--- config.mk ---
export PLATFORM = sky130hd
export DESIGN_NAME = tlc_ctl
export DESIGN_NICKNAME = d
export VERILOG_FILES = /design/src/hw/tlc_pkg.sv /design/src/hw/tlc_loop.sv /design/src/hw/tlc_ctl.sv
export SDC_FILE = /design/constraint.sdc
export NUM_CORES = 1
export LEC_CHECK = 0
export CORE_ASPECT_RATIO = 2
export CORE_MARGIN = 3
export CORE_UTILIZATION = 66
export CTS_CLUSTER_DIAMETER = 30
export DETAILED_ROUTE_END_ITERATION = 10
export DONT_BUFFER_PORTS = 1
export GPL_ROUTABILITY_DRIVEN = 0
export PLACE_DENSITY_LB_ADDON = 0.25
export SKIP_LAST_GASP = 1
export SLEW_MARGIN = 30
export SYNTH_ARGS = -nofsm -noshare
export SYNTH_HDL_FRONTEND = slang
export SYNTH_SLANG_ARGS = --single-unit
--- constraint.sdc ---
create_clock -name mclk -period 5.3 [get_ports mclk]
set_clock_uncertainty 0.05 [all_clocks]
set_input_delay 0.795 -clock mclk [delete_from_list [all_inputs] [get_ports mclk]]
set_output_delay 0.795 -clock mclk [all_outputs]
set_load 0.01 [all_outputs]
--- src/hw/tlc_pkg.sv ---
// Purpose: shared constants and carriers of the two-loop temperature control block
// Assumes: 50 MHz mclk, apb register bus with 32-bit data
// Notes:   all offsets are byte addresses of aligned words
package tlc_pkg;

  // clock and timing
  localparam int CLK_PERIOD_NS   = 20;
  localparam int MS_NS           = 1000000;
  localparam int CYC_PER_MS      = (MS_NS + CLK_PERIOD_NS - 1) / CLK_PERIOD_NS;
  localparam int SLOTS_PER_PERIOD = 1000;            // drive level resolution, tenths of a percent

  // register offsets
  localparam logic [7:0] OFS_CTRL    = 8'h00;
  localparam logic [7:0] OFS_STATUS  = 8'h04;
  localparam logic [7:0] OFS_PERIOD1 = 8'h10;
  localparam logic [7:0] OFS_PERIOD2 = 8'h14;
  localparam logic [7:0] OFS_TARGET1 = 8'h18;
  localparam logic [7:0] OFS_TARGET2 = 8'h1c;
  localparam logic [7:0] OFS_BAND1   = 8'h20;
  localparam logic [7:0] OFS_BAND2   = 8'h24;
  localparam logic [7:0] OFS_DRIVE1  = 8'h28;
  localparam logic [7:0] OFS_DRIVE2  = 8'h2c;

  // field positions of the status word
  localparam int ST_TYPE_LSB = 0;
  localparam int ST_FAHR     = 4;
  localparam int ST_FMT      = 5;
  localparam int ST_FWD_LSB  = 6;
  localparam int ST_ONOFF    = 8;
  localparam int ST_BADTYPE  = 9;
  localparam int ST_ERR      = 10;
  localparam int ST_ERRN_LSB = 12;
  localparam int ST_OUT_LSB  = 16;

  // reset values and setting limits
  localparam logic [1:0]  RST_STOP    = 2'h3;
  localparam logic [15:0] RST_PERIOD  = 16'h0014;
  localparam logic [15:0] RST_TARGET  = 16'h0000;
  localparam logic [15:0] RST_BAND    = 16'h0008;
  localparam logic [15:0] RST_DRIVE   = 16'h0000;
  localparam logic [15:0] PERIOD_MIN  = 16'h0001;
  localparam logic [15:0] PERIOD_MAX  = 16'h0063;
  localparam logic [15:0] BAND_MAX    = 16'h270f;
  localparam logic [15:0] DRIVE_MAX   = 16'h03e8;
  localparam logic [3:0]  TC_TYPE_MAX = 4'h9;
  localparam logic [3:0]  RTD_TYPE_MAX = 4'h1;

  // setting error numbers
  localparam logic [3:0] ERRN_PERIOD = 4'h1;
  localparam logic [3:0] ERRN_TARGET = 4'h2;
  localparam logic [3:0] ERRN_BAND   = 4'h3;
  localparam logic [3:0] ERRN_DRIVE  = 4'h4;

  // front-panel selections as caught at reset
  typedef struct packed {
    logic [3:0] input_type;
    logic       fahrenheit;
    logic       data_format;
    logic [1:0] forward;
    logic       onoff;
  } tlc_cfg_t;

  // per-loop settings written by the host
  typedef struct packed {
    logic [15:0] period;
    logic [15:0] target;
    logic [15:0] band;
    logic [15:0] drive;
  } tlc_loop_set_t;

endpackage

--- src/hw/tlc_loop.sv ---
// Purpose: one control loop, on/off with hysteresis or time-proportioned drive
// Assumes: settings are already range checked by the register block
// Notes:   output is registered; stop clears the period counters
`timescale 1ns/1ps
module tlc_loop #(
  parameter int CYC_PER_MS = tlc_pkg::CYC_PER_MS
) (
  input  wire logic                   mclk,
  input  wire logic                   rstn,
  input  wire logic                   ce,
  input  wire logic                   run,
  input  wire logic                   onoff,
  input  wire logic                   forward,
  input  wire logic signed [15:0]     measured_temperature,
  input  wire tlc_pkg::tlc_loop_set_t set,
  output logic                        loop_out
);

  localparam int CW = $clog2(CYC_PER_MS + 1);

  typedef struct packed {
    logic [CW-1:0] cyc;
    logic [6:0]    ms;
    logic [9:0]    slot;
    logic          out;
  } tlc_loop_st_t;

  tlc_loop_st_t st_r;
  tlc_loop_st_t st_nxt;
  logic signed [17:0] pv;
  logic signed [17:0] sp;
  logic signed [17:0] bw;

  // widened so that target plus band never wraps
  assign pv = 18'(measured_temperature);
  assign sp = 18'(signed'(set.target));
  assign bw = 18'(set.band);

  // next state: phase counters and the output decision
  always_comb
  begin
    st_nxt = st_r;
    if (!run)
    begin
      st_nxt = '0;
    end
    else if (onoff)
    begin
      if (!forward)
      begin
        if (st_r.out && pv >= sp)
          st_nxt.out = 1'b0;
        else if (!st_r.out && pv < sp - bw)
          st_nxt.out = 1'b1;
      end
      else
      begin
        if (st_r.out && pv <= sp)
          st_nxt.out = 1'b0;
        else if (!st_r.out && pv > sp + bw)
          st_nxt.out = 1'b1;
      end
    end
    else
    begin
      // one slot lasts period milliseconds, so 1000 slots make one period
      if (st_r.cyc >= CW'(CYC_PER_MS - 1))
      begin
        st_nxt.cyc = '0;
        if (st_r.ms >= 7'(set.period - 16'h0001))
        begin
          st_nxt.ms = '0;
          st_nxt.slot = (st_r.slot >= 10'(tlc_pkg::SLOTS_PER_PERIOD - 1)) ? '0 : st_r.slot + 10'h001;
        end
        else
          st_nxt.ms = st_r.ms + 7'h01;
      end
      else
        st_nxt.cyc = st_r.cyc + CW'(1);
      st_nxt.out = (16'(st_nxt.slot) < set.drive);
    end
  end

  // state register, frozen while ce is low
  always_ff @(posedge mclk)
  begin
    if (!rstn)
      st_r <= '0;
    else if (ce)
      st_r <= st_nxt;
  end

  assign loop_out = st_r.out;

endmodule // tlc_loop

--- src/hw/tlc_ctl.sv ---
// Purpose: configuration capture, apb registers and two control loops
// Assumes: front-panel inputs are synchronous to mclk and steady around reset
// Notes:   period, band and drive settings are range checked (target is not); a bad write is refused and flagged
//
// Chosen here: the placing of the registers and the APB slave port.
`timescale 1ns/1ps
module tlc_ctl #(
  parameter int   CYC_PER_MS  = tlc_pkg::CYC_PER_MS,
  parameter bit   RTD_VARIANT = 1'b0
) (
  input  wire logic               mclk,
  input  wire logic               rstn,
  input  wire logic               ce,
  // apb slave
  input  wire logic               psel,
  input  wire logic               penable,
  input  wire logic               pwrite,
  input  wire logic [7:0]         paddr,
  input  wire logic [31:0]        pwdata,
  output logic [31:0]             prdata,
  output logic                    pready,
  output logic                    pslverr,
  // front panel
  input  wire logic [3:0]         panel_input_type,
  input  wire logic [7:0]         panel_switch,
  // sensor values and loop outputs
  input  wire logic signed [15:0] measured_temperature1,
  input  wire logic signed [15:0] measured_temperature2,
  output logic [1:0]              loop_out
);

  generate
    if (CYC_PER_MS < 1 || CYC_PER_MS > 65535)
    begin : g_bad_param
      $error("CYC_PER_MS must lie between 1 and 65535");
    end
    // the loop counts milliseconds of one slot in a 7-bit counter
    if (int'(tlc_pkg::PERIOD_MAX) > 128 || int'(tlc_pkg::PERIOD_MIN) < 1)
    begin : g_bad_period
      $error("period limits do not fit the loop millisecond counter");
    end
    // slots are counted in 10 bits; a drive above the slot count means nothing
    if (int'(tlc_pkg::DRIVE_MAX) > tlc_pkg::SLOTS_PER_PERIOD || tlc_pkg::SLOTS_PER_PERIOD > 1024)
    begin : g_bad_slots
      $error("drive limit or slot count does not fit the slot counter");
    end
  endgenerate

  typedef struct packed {
    tlc_pkg::tlc_cfg_t            cfg;
    logic [1:0]                   stop;
    tlc_pkg::tlc_loop_set_t [1:0] set;
    logic                         err_flag;
    logic [3:0]                   err_num;
    logic [31:0]                  prdata;
    logic                         pready;
    logic                         pslverr;
  } tlc_ctl_st_t;

  tlc_ctl_st_t        st_r;
  tlc_ctl_st_t        st_nxt;
  tlc_pkg::tlc_cfg_t  cfg_now;
  logic               access;
  logic               type_ok;
  logic               mapped;
  logic [15:0]        wd;
  logic [31:0]        status;
  logic [31:0]        rd;
  logic signed [15:0] pv [2];

  assign pv[0] = measured_temperature1;
  assign pv[1] = measured_temperature2;

  // panel pins as they stand now; only the reset branch looks at them
  always_comb
  begin
    cfg_now.input_type  = panel_input_type;
    cfg_now.fahrenheit  = panel_switch[1];
    cfg_now.data_format = panel_switch[2];
    cfg_now.forward     = panel_switch[4:3];
    cfg_now.onoff       = panel_switch[5];
  end

  // a code outside the variant's table blocks both loops
  assign type_ok = RTD_VARIANT ? (st_r.cfg.input_type <= tlc_pkg::RTD_TYPE_MAX)
                               : (st_r.cfg.input_type <= tlc_pkg::TC_TYPE_MAX);

  // the write takes effect at the edge that completes the access phase
  assign access = psel && penable && st_r.pready;
  assign wd     = pwdata[15:0];

  // status word shows the caught configuration and loop state
  always_comb
  begin
    status = '0;
    status[tlc_pkg::ST_TYPE_LSB +: 4] = st_r.cfg.input_type;
    status[tlc_pkg::ST_FAHR]          = st_r.cfg.fahrenheit;
    status[tlc_pkg::ST_FMT]           = st_r.cfg.data_format;
    status[tlc_pkg::ST_FWD_LSB +: 2]  = st_r.cfg.forward;
    status[tlc_pkg::ST_ONOFF]         = st_r.cfg.onoff;
    status[tlc_pkg::ST_BADTYPE]       = !type_ok;
    status[tlc_pkg::ST_ERR]           = st_r.err_flag;
    status[tlc_pkg::ST_ERRN_LSB +: 4] = st_r.err_num;
    status[tlc_pkg::ST_OUT_LSB +: 2]  = loop_out;
  end

  // read mux; unmapped addresses answer zero with an error
  always_comb
  begin
    rd = '0;
    mapped = 1'b1;
    case (paddr)
      tlc_pkg::OFS_CTRL:    rd = {30'h0, st_r.stop};
      tlc_pkg::OFS_STATUS:  rd = status;
      tlc_pkg::OFS_PERIOD1: rd = {16'h0, st_r.set[0].period};
      tlc_pkg::OFS_PERIOD2: rd = {16'h0, st_r.set[1].period};
      tlc_pkg::OFS_TARGET1: rd = {16'h0, st_r.set[0].target};
      tlc_pkg::OFS_TARGET2: rd = {16'h0, st_r.set[1].target};
      tlc_pkg::OFS_BAND1:   rd = {16'h0, st_r.set[0].band};
      tlc_pkg::OFS_BAND2:   rd = {16'h0, st_r.set[1].band};
      tlc_pkg::OFS_DRIVE1:  rd = {16'h0, st_r.set[0].drive};
      tlc_pkg::OFS_DRIVE2:  rd = {16'h0, st_r.set[1].drive};
      default:              mapped = 1'b0;
    endcase
  end

  // next state: bus handshake, register writes and range checks
  always_comb
  begin
    st_nxt = st_r;
    // pready rises in the first access cycle, so each transfer has no wait state
    st_nxt.pready = psel && !penable;
    if (psel && !penable)
    begin
      st_nxt.prdata  = pwrite ? 32'h0 : rd;
      st_nxt.pslverr = !mapped;
    end
    else if (access)
    begin
      st_nxt.prdata  = '0;
      st_nxt.pslverr = 1'b0;
    end
    if (access && pwrite && mapped)
    begin
      case (paddr)
        tlc_pkg::OFS_CTRL:
          st_nxt.stop = pwdata[1:0];
        tlc_pkg::OFS_STATUS:
          if (pwdata[tlc_pkg::ST_ERR])
            st_nxt.err_flag = 1'b0;
        tlc_pkg::OFS_PERIOD1, tlc_pkg::OFS_PERIOD2:
          if (wd >= tlc_pkg::PERIOD_MIN && wd <= tlc_pkg::PERIOD_MAX)
            st_nxt.set[paddr[2]].period = wd;
          else
          begin
            st_nxt.err_flag = 1'b1;
            st_nxt.err_num  = tlc_pkg::ERRN_PERIOD;
          end
        tlc_pkg::OFS_TARGET1, tlc_pkg::OFS_TARGET2:
          st_nxt.set[paddr[2]].target = wd;
        tlc_pkg::OFS_BAND1, tlc_pkg::OFS_BAND2:
          if (wd <= tlc_pkg::BAND_MAX)
            st_nxt.set[paddr[2]].band = wd;
          else
          begin
            st_nxt.err_flag = 1'b1;
            st_nxt.err_num  = tlc_pkg::ERRN_BAND;
          end
        tlc_pkg::OFS_DRIVE1, tlc_pkg::OFS_DRIVE2:
          if (wd <= tlc_pkg::DRIVE_MAX)
            st_nxt.set[paddr[2]].drive = wd;
          else
          begin
            st_nxt.err_flag = 1'b1;
            st_nxt.err_num  = tlc_pkg::ERRN_DRIVE;
          end
        default:
          st_nxt.stop = st_r.stop;
      endcase
    end
  end

  // state register; panel values are caught only while reset is held
  always_ff @(posedge mclk)
  begin
    if (!rstn)
    begin
      st_r          <= '0;
      st_r.cfg      <= cfg_now;
      st_r.stop     <= tlc_pkg::RST_STOP;
      st_r.set[0]   <= {tlc_pkg::RST_PERIOD, tlc_pkg::RST_TARGET, tlc_pkg::RST_BAND, tlc_pkg::RST_DRIVE};
      st_r.set[1]   <= {tlc_pkg::RST_PERIOD, tlc_pkg::RST_TARGET, tlc_pkg::RST_BAND, tlc_pkg::RST_DRIVE};
    end
    else if (ce)
      st_r <= st_nxt;
  end

  assign prdata  = st_r.prdata;
  assign pready  = st_r.pready;
  assign pslverr = st_r.pslverr;

  // one loop engine per channel; band is ignored inside under time-proportioned drive
  generate
    for (genvar i = 0; i < 2; i++)
    begin : g_loop
      tlc_loop #(
        .CYC_PER_MS (CYC_PER_MS)
      ) u_loop (
        .mclk                 (mclk),
        .rstn                 (rstn),
        .ce                   (ce),
        .run                  (!st_r.stop[i] && type_ok),
        .onoff                (st_r.cfg.onoff),
        .forward              (st_r.cfg.forward[i]),
        .measured_temperature (pv[i]),
        .set                  (st_r.set[i]),
        .loop_out             (loop_out[i])
      );
    end
  endgenerate

endmodule // tlc_ctl

# Word-level counts from Yosys, hierarchy flattened
# Index checks and enable logic that the tools add are counted.
[word_totals]
regBits = 246
inputBits = 90
output_inout_bits = 36
word_cells = 194
[op_classes]
add_sub_neg = 12
magnitude_cmp = 23
eq_ne = 24
muxes = 63
n_reduce_logical = 45
[op_table]
columns = ["op", "n"]
rows = [
  ["128-bit bitwise mux", 4],
  ["128-bit case mux with 4 select lines", 1],
  ["128-bit 2-to-1 mux", 3],
  ["64-bit demux with 1-bit select", 4],
  ["18-bit case mux with 10 select lines", 1],
  ["178-bit 2-to-1 mux", 1],
  ["169-bit 2-to-1 mux", 1],
  ["135-bit 2-to-1 mux", 1],
  ["32-bit 2-to-1 mux", 4],
  ["17-bit 2-to-1 mux", 6],
  ["34-bit 2-to-1 mux", 2],
  ["33-bit 2-to-1 mux", 2],
  ["64-bit 2-to-1 mux", 1],
  ["16-bit 2-to-1 mux", 3],
  ["48-bit 2-to-1 mux", 1],
  ["10-bit 2-to-1 mux", 4],
  ["16-bit by 17-bit adder with 18-bit output", 2],
  ["16-bit by 18-bit greater-than comparator with 1-bit output", 2],
  ["16-bit by 18-bit < comparator with 1-bit output", 2],
  ["16-bit by 17-bit subtractor with 18-bit output", 2],
  ["16-bit by 1-bit adder with 16-bit output, second input constant", 2],
  ["8-bit by 5-bit equality test with 1-bit output, second input constant", 4],
  ["8-bit by 6-bit equality test with 1-bit output, second input constant", 4],
  ["16-bit greater-or-equal comparator", 2],
  ["other kinds (36)", 108],
]

# Longest topological paths before layout
# Gate-level depths: netlist of the first run.
[logic_depth]
word_depth = 10
depth_mapped = 21
depth_no_buf = 20

# Cells and area by module
# A second synthesis of the first run with hierarchy kept.
[unflattened]
cells_unflattened = 2174
hier_area_um2 = 17458.0
[modules_own_cells]
columns = ["module", "n_inst", "cells_per_inst", "area_each_um2", "seq_area_each_um2"]
rows = [
  ["tlc_ctl", 1, 827, 7213.2, 3353.2],
  ["tlc_loop at g_loop[0].u_loop", 1, 671, 5148.7, 680.7],
  ["tlc_loop at g_loop[1].u_loop", 1, 676, 5096.1, 680.7],
]

# Worst setup path after synthesis of the first run
# No wires, ideal clock.
[synth_timing]
kind = "register to register"
startpoint = "register (tool-made name)"
endpoint = "register g_loop[0].u_loop.st_r (netlist bit g_loop[0].u_loop.loop_out)"
setup_ns = 0.072
t_arrival_ns = 4.101
required_ns = 5.178
setup_slack_ns = 1.077
stages_incl_launch_ff = 21
n_path_buf = 0
period_less_slack_ns = 4.223
path_cell_list = "dfxtp_1 -> inv_1 -> ha_1 -> inv_1 -> fa_1 -> a21o_1 -> a21oi_1 -> o21bai_1 -> a31oi_1 -> o31ai_1 -> o41ai_1 -> or3b_2 -> o311ai_0 -> ha_1 -> nand2_1 -> a31oi_1 -> a2111oi_0 -> o31a_1 -> o31ai_1 -> a311oi_1 -> mux2i_1"
[synth_lines]
columns = ["element", "line", "text"]
rows = [
  ["end signal: assignment", "tlc_loop.sv:90", "st_r <= st_nxt;"],
  ["end: declaration", "tlc_loop.sv:28", "tlc_loop_st_t st_r;"],
]

==> results by group, run 1 <==
Clock network
  • Setup Fix Bufs, Post-CTS: 0
  • Total CTS buffers: 28
  • Worst skew pair latency: 0.58 ns
  • CTS tree: yes
  • Max clock buf depth: 3
  • H-tree depth: 1
  • Number of gates resized after cts: 0
  • Clock slew at reported path FFs: 0.06 ns
  • CTS Hold Bufs: 0
  • Root buffer cell: clkbuf_16
  • Num Clock Sinks: 231

Synthesis
  • Seq/Total Area, Yosys: 27.4%
  • Cell area after synthesis: 0.0172 sq mm
  • Synthesis-stage register bit count: 231
  • Mapped Cells: 2188
  • Synth Area in Simple Gates: 21.6%
  • Area leader, netlist: dfxtp_1
  • Post-synthesis compound-gate area fraction: 19.9%
  • Synth top area share: 25.8%
  • Top_reg_cell synth: dfxtp_1
  • Asr flop ratio synth: 0%
  • Main combinational cell family by area after synthesis: simple AND/OR/NAND/NOR gates
  • Mux cell area share after synthesis: 4.56%
  • Synth Area in Adders: 15.6%
  • Avg Inst Size Synth: 7.87 sq um
  • Yosys warns: 0
  • Synth top area cells: dfxtp_1 26%, ha_1 15%, a21oi_1 5.5%
  • Post-synth EDFFs: 9
  • Synth cell types: 81
  • Synth Area in XOR/XNOR: 4.22%

Power and ir drop
  • Internal power: 3.01 mW
  • Switching power total: 0.958 mW
  • Switch share: 24.2%
  • Share of total power in the clock network: 51.1%
  • Max VDD drop: 275 uV
  • Comb pwr share: 4.4%
  • Leak pwr: 7.55 nW
  • Power Density: 218 mW/mm^2
  • Sequential Power Share: 44.5%

Global route
  • Vias in the first global route: 15948
  • Initial antenna violation count: 2
  • GRT Overall Usage: 37.0%
  • Global-route wire length before repair: 82500 um
  • Grt total ovfl: 0
  • Largest net degree at the start of global routing: 61

Flow run
  • Maxcap violations: 0

Die
  • Initial Utilization: 67.1%
  • Row cnt: 83
  • CORE AREA: 0.0257 sq mm
  • Die height: 234 um
  • Die W: 120 um
  • Num ports: 126
  • Full die area: 0.0282 sq mm

Worst setup path
  • Critical Path RT: 5.74 ns
  • Crit path max fanout: 4
  • CP endpoint kind: flip-flop
  • Setup CP Type: flip-flop to flip-flop
  • Worst EP arrival: 5.30 ns
  • Critical path startpoint category: flip-flop

Routing
  • Vias: 16241
  • Vias per Instance: 6.55
  • Antenna violation net count after detailed routing: 0
  • Total Wirelength: 53300 um
  • Residual DRC: 0
  • Drt first-iter violations: 1239
  • Per-cell routed wire length: 21.5 um
  • TritonRoute pass-1 iters: 6

STA
  • Fin crit period: 4.86 ns
  • RSZ-0062 raised after global routing: no
  • Fin Setup TNS: 0 ns
  • Slew of the pin with the lowest slew margin: 0.976 ns
  • Rel. slew slack: 34.9%
  • Final hold violation count: 0
  • Final Max Slew Viols: 0
  • Fmax: 206 MHz
  • Tcrit/Tclk final: 91.6%
  • Final setup fails: 0

Cells and area
  • Post-route cell area: 0.0182 sq mm
  • Fill cell count: 2081
  • Most frequent cells in the layout: 248 x nand2_1, 222 x dfxtp_1, 219 x nor2_1, 208 x ha_1, 188 x a21oi_1
  • Commonest non-fill, non-tap cell in the layout: nand2_1
  • # diodes: 0
  • Final Core Density: 70.9%
  • Final-stage net count: 2422
  • Layout cells sized above 1: 4.53%
  • Area growth syn-to-layout: 5.67%

Placement
  • IO Port Bufs: 0
  • DP Wirelength: 40200 um
  • Placed instance area: 0.0172 sq mm

Run status
  • Status: finished, final reports clean

Hold path
  • Worst min path class: input port to flip-flop
[path summary, 6_finish.rpt]
| kind | cells past startpoint | start | to | slack, ns |
|---|---|---|---|---|
| worst max-delay path | 19 | flip-flop | g_loop[0].u_loop.loop_out | 0.44 |
| worst min-delay path | 1 | rstn | flip-flop | 0.27 |
| worst max register to register | 19 | flip-flop | g_loop[0].u_loop.loop_out | 0.44 |
| worst min register to register | 2 | flip-flop | flip-flop | 0.42 |
[cell families after synthesis]
group	Yosys count
simple gates	784
xor+xnor	83
fa+ha+maj	212
mux	76
buf+inv	268
compound gates	533
flops	231
other cells	1
[critical path, cell delays in order, from the launching register on]
cell	delay (ns)
dfxtp_1	0.47
ha_1	0.22
inv_1	0.05
fa_1	0.41
a21o_1	0.18
a21oi_1	0.24
o21bai_1	0.11
a31oi_1	0.28
o31ai_1	0.17
o41ai_2	0.36
or3b_2	0.49
o311ai_0	0.13
ha_1	0.32
nand2_1	0.07
a31oi_1	0.12
a2111oi_0	0.36
o31a_1	0.21
o31ai_1	0.07
a311oi_1	0.26
mux2i_1	0.22
[routing by layer]
metal,routed length [um],GRT usage [%]
met1,17200,34.9
met5,13,0
met3,4150,9.10
met2,26200,64.9
met4,5750,33.9
[area by class of cell]
cell class	count	area, sq um	area share, %
multi-input combinational	1702	11400	62.6
sequential	231	4710	25.9
clock buffer	32	747	4.11
inverter	135	509	2.80
tap	340	425	2.34
clock inverter	19	235	1.29
timing repair buffer	22	165	0.908
[Yosys cell counts, types with 12 or more instances]
| cell | instances |
|---|---|
| a211oi_1 | 12 |
| a21o_1 | 33 |
| a21oi_1 | 188 |
| a221oi_1 | 15 |
| a22oi_1 | 25 |
| a31oi_1 | 13 |
| and3_1 | 53 |
| buf_2 | 13 |
| buf_4 | 35 |
| clkbuf_1 | 76 |
| dfxtp_1 | 222 |
| ha_1 | 208 |
| inv_1 | 132 |
| mux2i_1 | 74 |
| nand2_1 | 248 |
| nand2b_1 | 41 |
| nand3_1 | 33 |
| nand4_1 | 31 |
| nor2_1 | 219 |
| nor2b_1 | 30 |
| nor3_1 | 42 |
| nor4_1 | 18 |
| o211ai_1 | 15 |
| o21a_1 | 23 |
| o21ai_0 | 90 |
| o21bai_1 | 13 |
| o22ai_1 | 12 |
| o31ai_1 | 14 |
| or3_1 | 19 |
| xnor2_1 | 44 |
| xor2_1 | 39 |
[stage by stage]
stage | instances | hold WS, ns | power [mW] | setup WS [ns]
finish | 2481 | 0.270 | 3.96 | 0.443
global route | 2481 | 0.252 | 4.06 | 0.149
CTS | 2481 | 0.262 | 3.96 | 0.351
detailed placement | 2430 | 0.408 | 1.97 | 0.406
global placement | 2430 | 0.393 | 1.96 | 0.564
floorplan | 2201 | 0.382 | 1.96 | 1.08
[power groups by stage]
| stage | clock network [mW] | registers (mW) | logic, mW |
|---|---|---|---|
| floorplan | 0 | 1.80 | 0.162 |
| global placement | 0 | 1.80 | 0.161 |
| detailed placement | 0 | 1.80 | 0.170 |
| CTS | 2.03 | 1.76 | 0.171 |
| global route | 2.10 | 1.76 | 0.196 |
| finish | 2.03 | 1.76 | 0.174 |
(Power assumes the default switching activity.)
==> run 2: changes to the inputs <==
--- a/config.mk
+++ b/config.mk
@@ -13,6 +13,7 @@
 export DONT_BUFFER_PORTS = 1
 export GPL_ROUTABILITY_DRIVEN = 0
 export PLACE_DENSITY_LB_ADDON = 0.25
+export RECOVER_POWER = 100
 export SKIP_LAST_GASP = 1
 export SLEW_MARGIN = 30
 export SYNTH_ARGS = -nofsm -noshare
==> run 2 against run 1 <==
Compared with the run above: the run now ends with max-capacitance violations, max-slew violations left; combinational power about the same; via count is essentially flat; first-iteration DRC count grew 1.0%; sequential cell count did not move; worst hold slack worse by 0.0014 ns; largest power group unchanged.
==> results by group, run 2 (synthesis results as in run 1) <==
STA
  • Tcrit/Tclk final: 91.8%
  • Slew of the pin with the lowest slew margin: 2.39 ns
  • RSZ-0062 raised after global routing: no
  • Rel. slew slack: -59.4%
  • Fmax: 205 MHz
  • Fin crit period: 4.87 ns
  • Final Max Slew Viols: 163
  • Final hold violation count: 0
  • Fin Setup TNS: 0 ns
  • Final setup fails: 0

Die
  • Full die area: 0.0282 sq mm
  • Initial Utilization: 67.1%
  • CORE AREA: 0.0257 sq mm
  • Num ports: 126
  • Row cnt: 83
  • Die height: 234 um
  • Die W: 120 um

Global route
  • Grt total ovfl: 0
  • Initial antenna violation count: 2
  • GRT Overall Usage: 37.0%
  • Largest net degree at the start of global routing: 61
  • Vias in the first global route: 15948
  • Global-route wire length before repair: 82500 um

Routing
  • TritonRoute pass-1 iters: 8
  • Vias: 16228
  • Met2 Routed Length: 26300 um
  • Antenna violation net count after detailed routing: 0
  • Vias per Instance: 6.54
  • Total Wirelength: 53300 um
  • Wl on met1: 17000 um
  • DR top layer: met5
  • Residual DRC: 0
  • Drt first-iter violations: 1252
  • Per-cell routed wire length: 21.5 um
  • Met3 Routed Length: 4150 um

Hold path
  • Worst min path class: input port to flip-flop
  • Hold path startpoint: rstn

Clock network
  • Total CTS buffers: 28
  • Num Clock Sinks: 231
  • Max clock buf depth: 3
  • Root buffer cell: clkbuf_16
  • Clock slew at reported path FFs: 0.06 ns
  • Setup Fix Bufs, Post-CTS: 0
  • Worst skew pair latency: 0.58 ns
  • CTS tree: yes
  • H-tree depth: 1

Run status
  • Failing checks: max-capacitance violations, max-slew violations
  • Status: complete, but fails checks

Placement
  • DP Wirelength: 40200 um
  • Placed insts: 2430
  • IO Port Bufs: 0

Power and ir drop
  • Power Density: 219 mW/mm^2
  • Max VDD drop: 273 uV
  • Leak pwr: 7.51 nW
  • Power Total: 3.96 mW

Cells and area
  • Most frequent cells in the layout: 251 x nand2_1, 222 x dfxtp_1, 220 x nor2_1, 208 x ha_1, 188 x a21oi_1
  • Layout cells sized above 1: 3.92%
  • # diodes: 0
  • Final Instance Count excl. Fillers: 2481
  • Commonest non-fill, non-tap cell in the layout: nand2_1
  • Area growth syn-to-layout: 5.30%
  • Fill cell count: 2100
  • Final-stage net count: 2422

Worst setup path
  • CP endpoint kind: flip-flop
  • Worst EP arrival: 5.25 ns
  • Critical Path RT: 5.68 ns
  • Critical path startpoint category: flip-flop
  • Crit path max fanout: 5
  • Setup CP Type: flip-flop to flip-flop

Flow run
  • Maxcap violations: 3
==> run 2: area by class of cell <==
class	instances	area (sq um)	area share [%]
multi-input cells	1702	11400	62.7
clock buffers	32	747	4.12
clock inverters	19	235	1.30
well taps	340	425	2.35
repair buffers	22	139	0.766
flip-flops and latches	231	4710	26.0
inverters	135	508	2.80
==> run 2: timing repair <==
item	CTS	global route
endpoints found under the hold margin	0	0
hold buffers	0	0
resized for setup	0	1
setup endpoints to repair	0	1
==> run 2: worst paths after layout <==
path                               end  slack (ns)  depth (start not counted)
max          g_loop[0].u_loop.loop_out        0.43                         17
min reg2reg                  flip-flop        0.42                          2
min                          flip-flop        0.27                          1
max reg2reg  g_loop[0].u_loop.loop_out        0.43                         17
==> run 2: report_power, final <==
part	internal (mW)	total, mW	leakage [nW]	switching [mW]
Combinational	0.0646	0.173	5.16	0.109
Clock	1.19	2.03	0.478	0.838
Sequential	1.75	1.76	1.87	0.00903
Total	3.01	3.96	7.51	0.956
==> run 2: metrics by stage <==
| stage | hold WS (ns) | setup slack, ns | utilization, % | instance area (sq um) |
|---|---|---|---|---|
| finish | 0.268 | 0.433 | 70.7 | 18100 |
| global route | 0.252 | 0.148 | 70.7 | 18100 |
| CTS | 0.262 | 0.351 | 70.9 | 18200 |
| detailed placement | 0.408 | 0.406 | 67.1 | 17200 |
| global placement | 0.393 | 0.564 | 67.0 | 17200 |
| floorplan | 0.382 | 1.08 | - | 17300 |
==> run 2: worst max-delay path: stages, from the launching register on <==
cell and delay, ns:
dfxtp_1 0.41, inv_1 0.06, ha_1 0.35, inv_1 0.10
a211oi_1 0.26, nand2_1 0.11, o2111ai_1 0.26, a21oi_1 0.13
o41ai_1 0.76, mux2i_1 0.19, a2111oi_0 0.43, ha_1 0.21
inv_1 0.07, a2111oi_0 0.63, nand4_1 0.18, a211oi_1 0.26
a311oi_1 0.10, mux2i_1 0.17
==> run 2: per-layer routing <==
| layer | vias to the layer above | track usage, % |
|---|---|---|
| met3 | 303 | 9.10 |
| met5 | - | 0 |
| met1 | 7590 | 34.9 |
| met4 | 2 | 33.9 |
| met2 | 739 | 64.9 |
| li1 | 7594 | - |
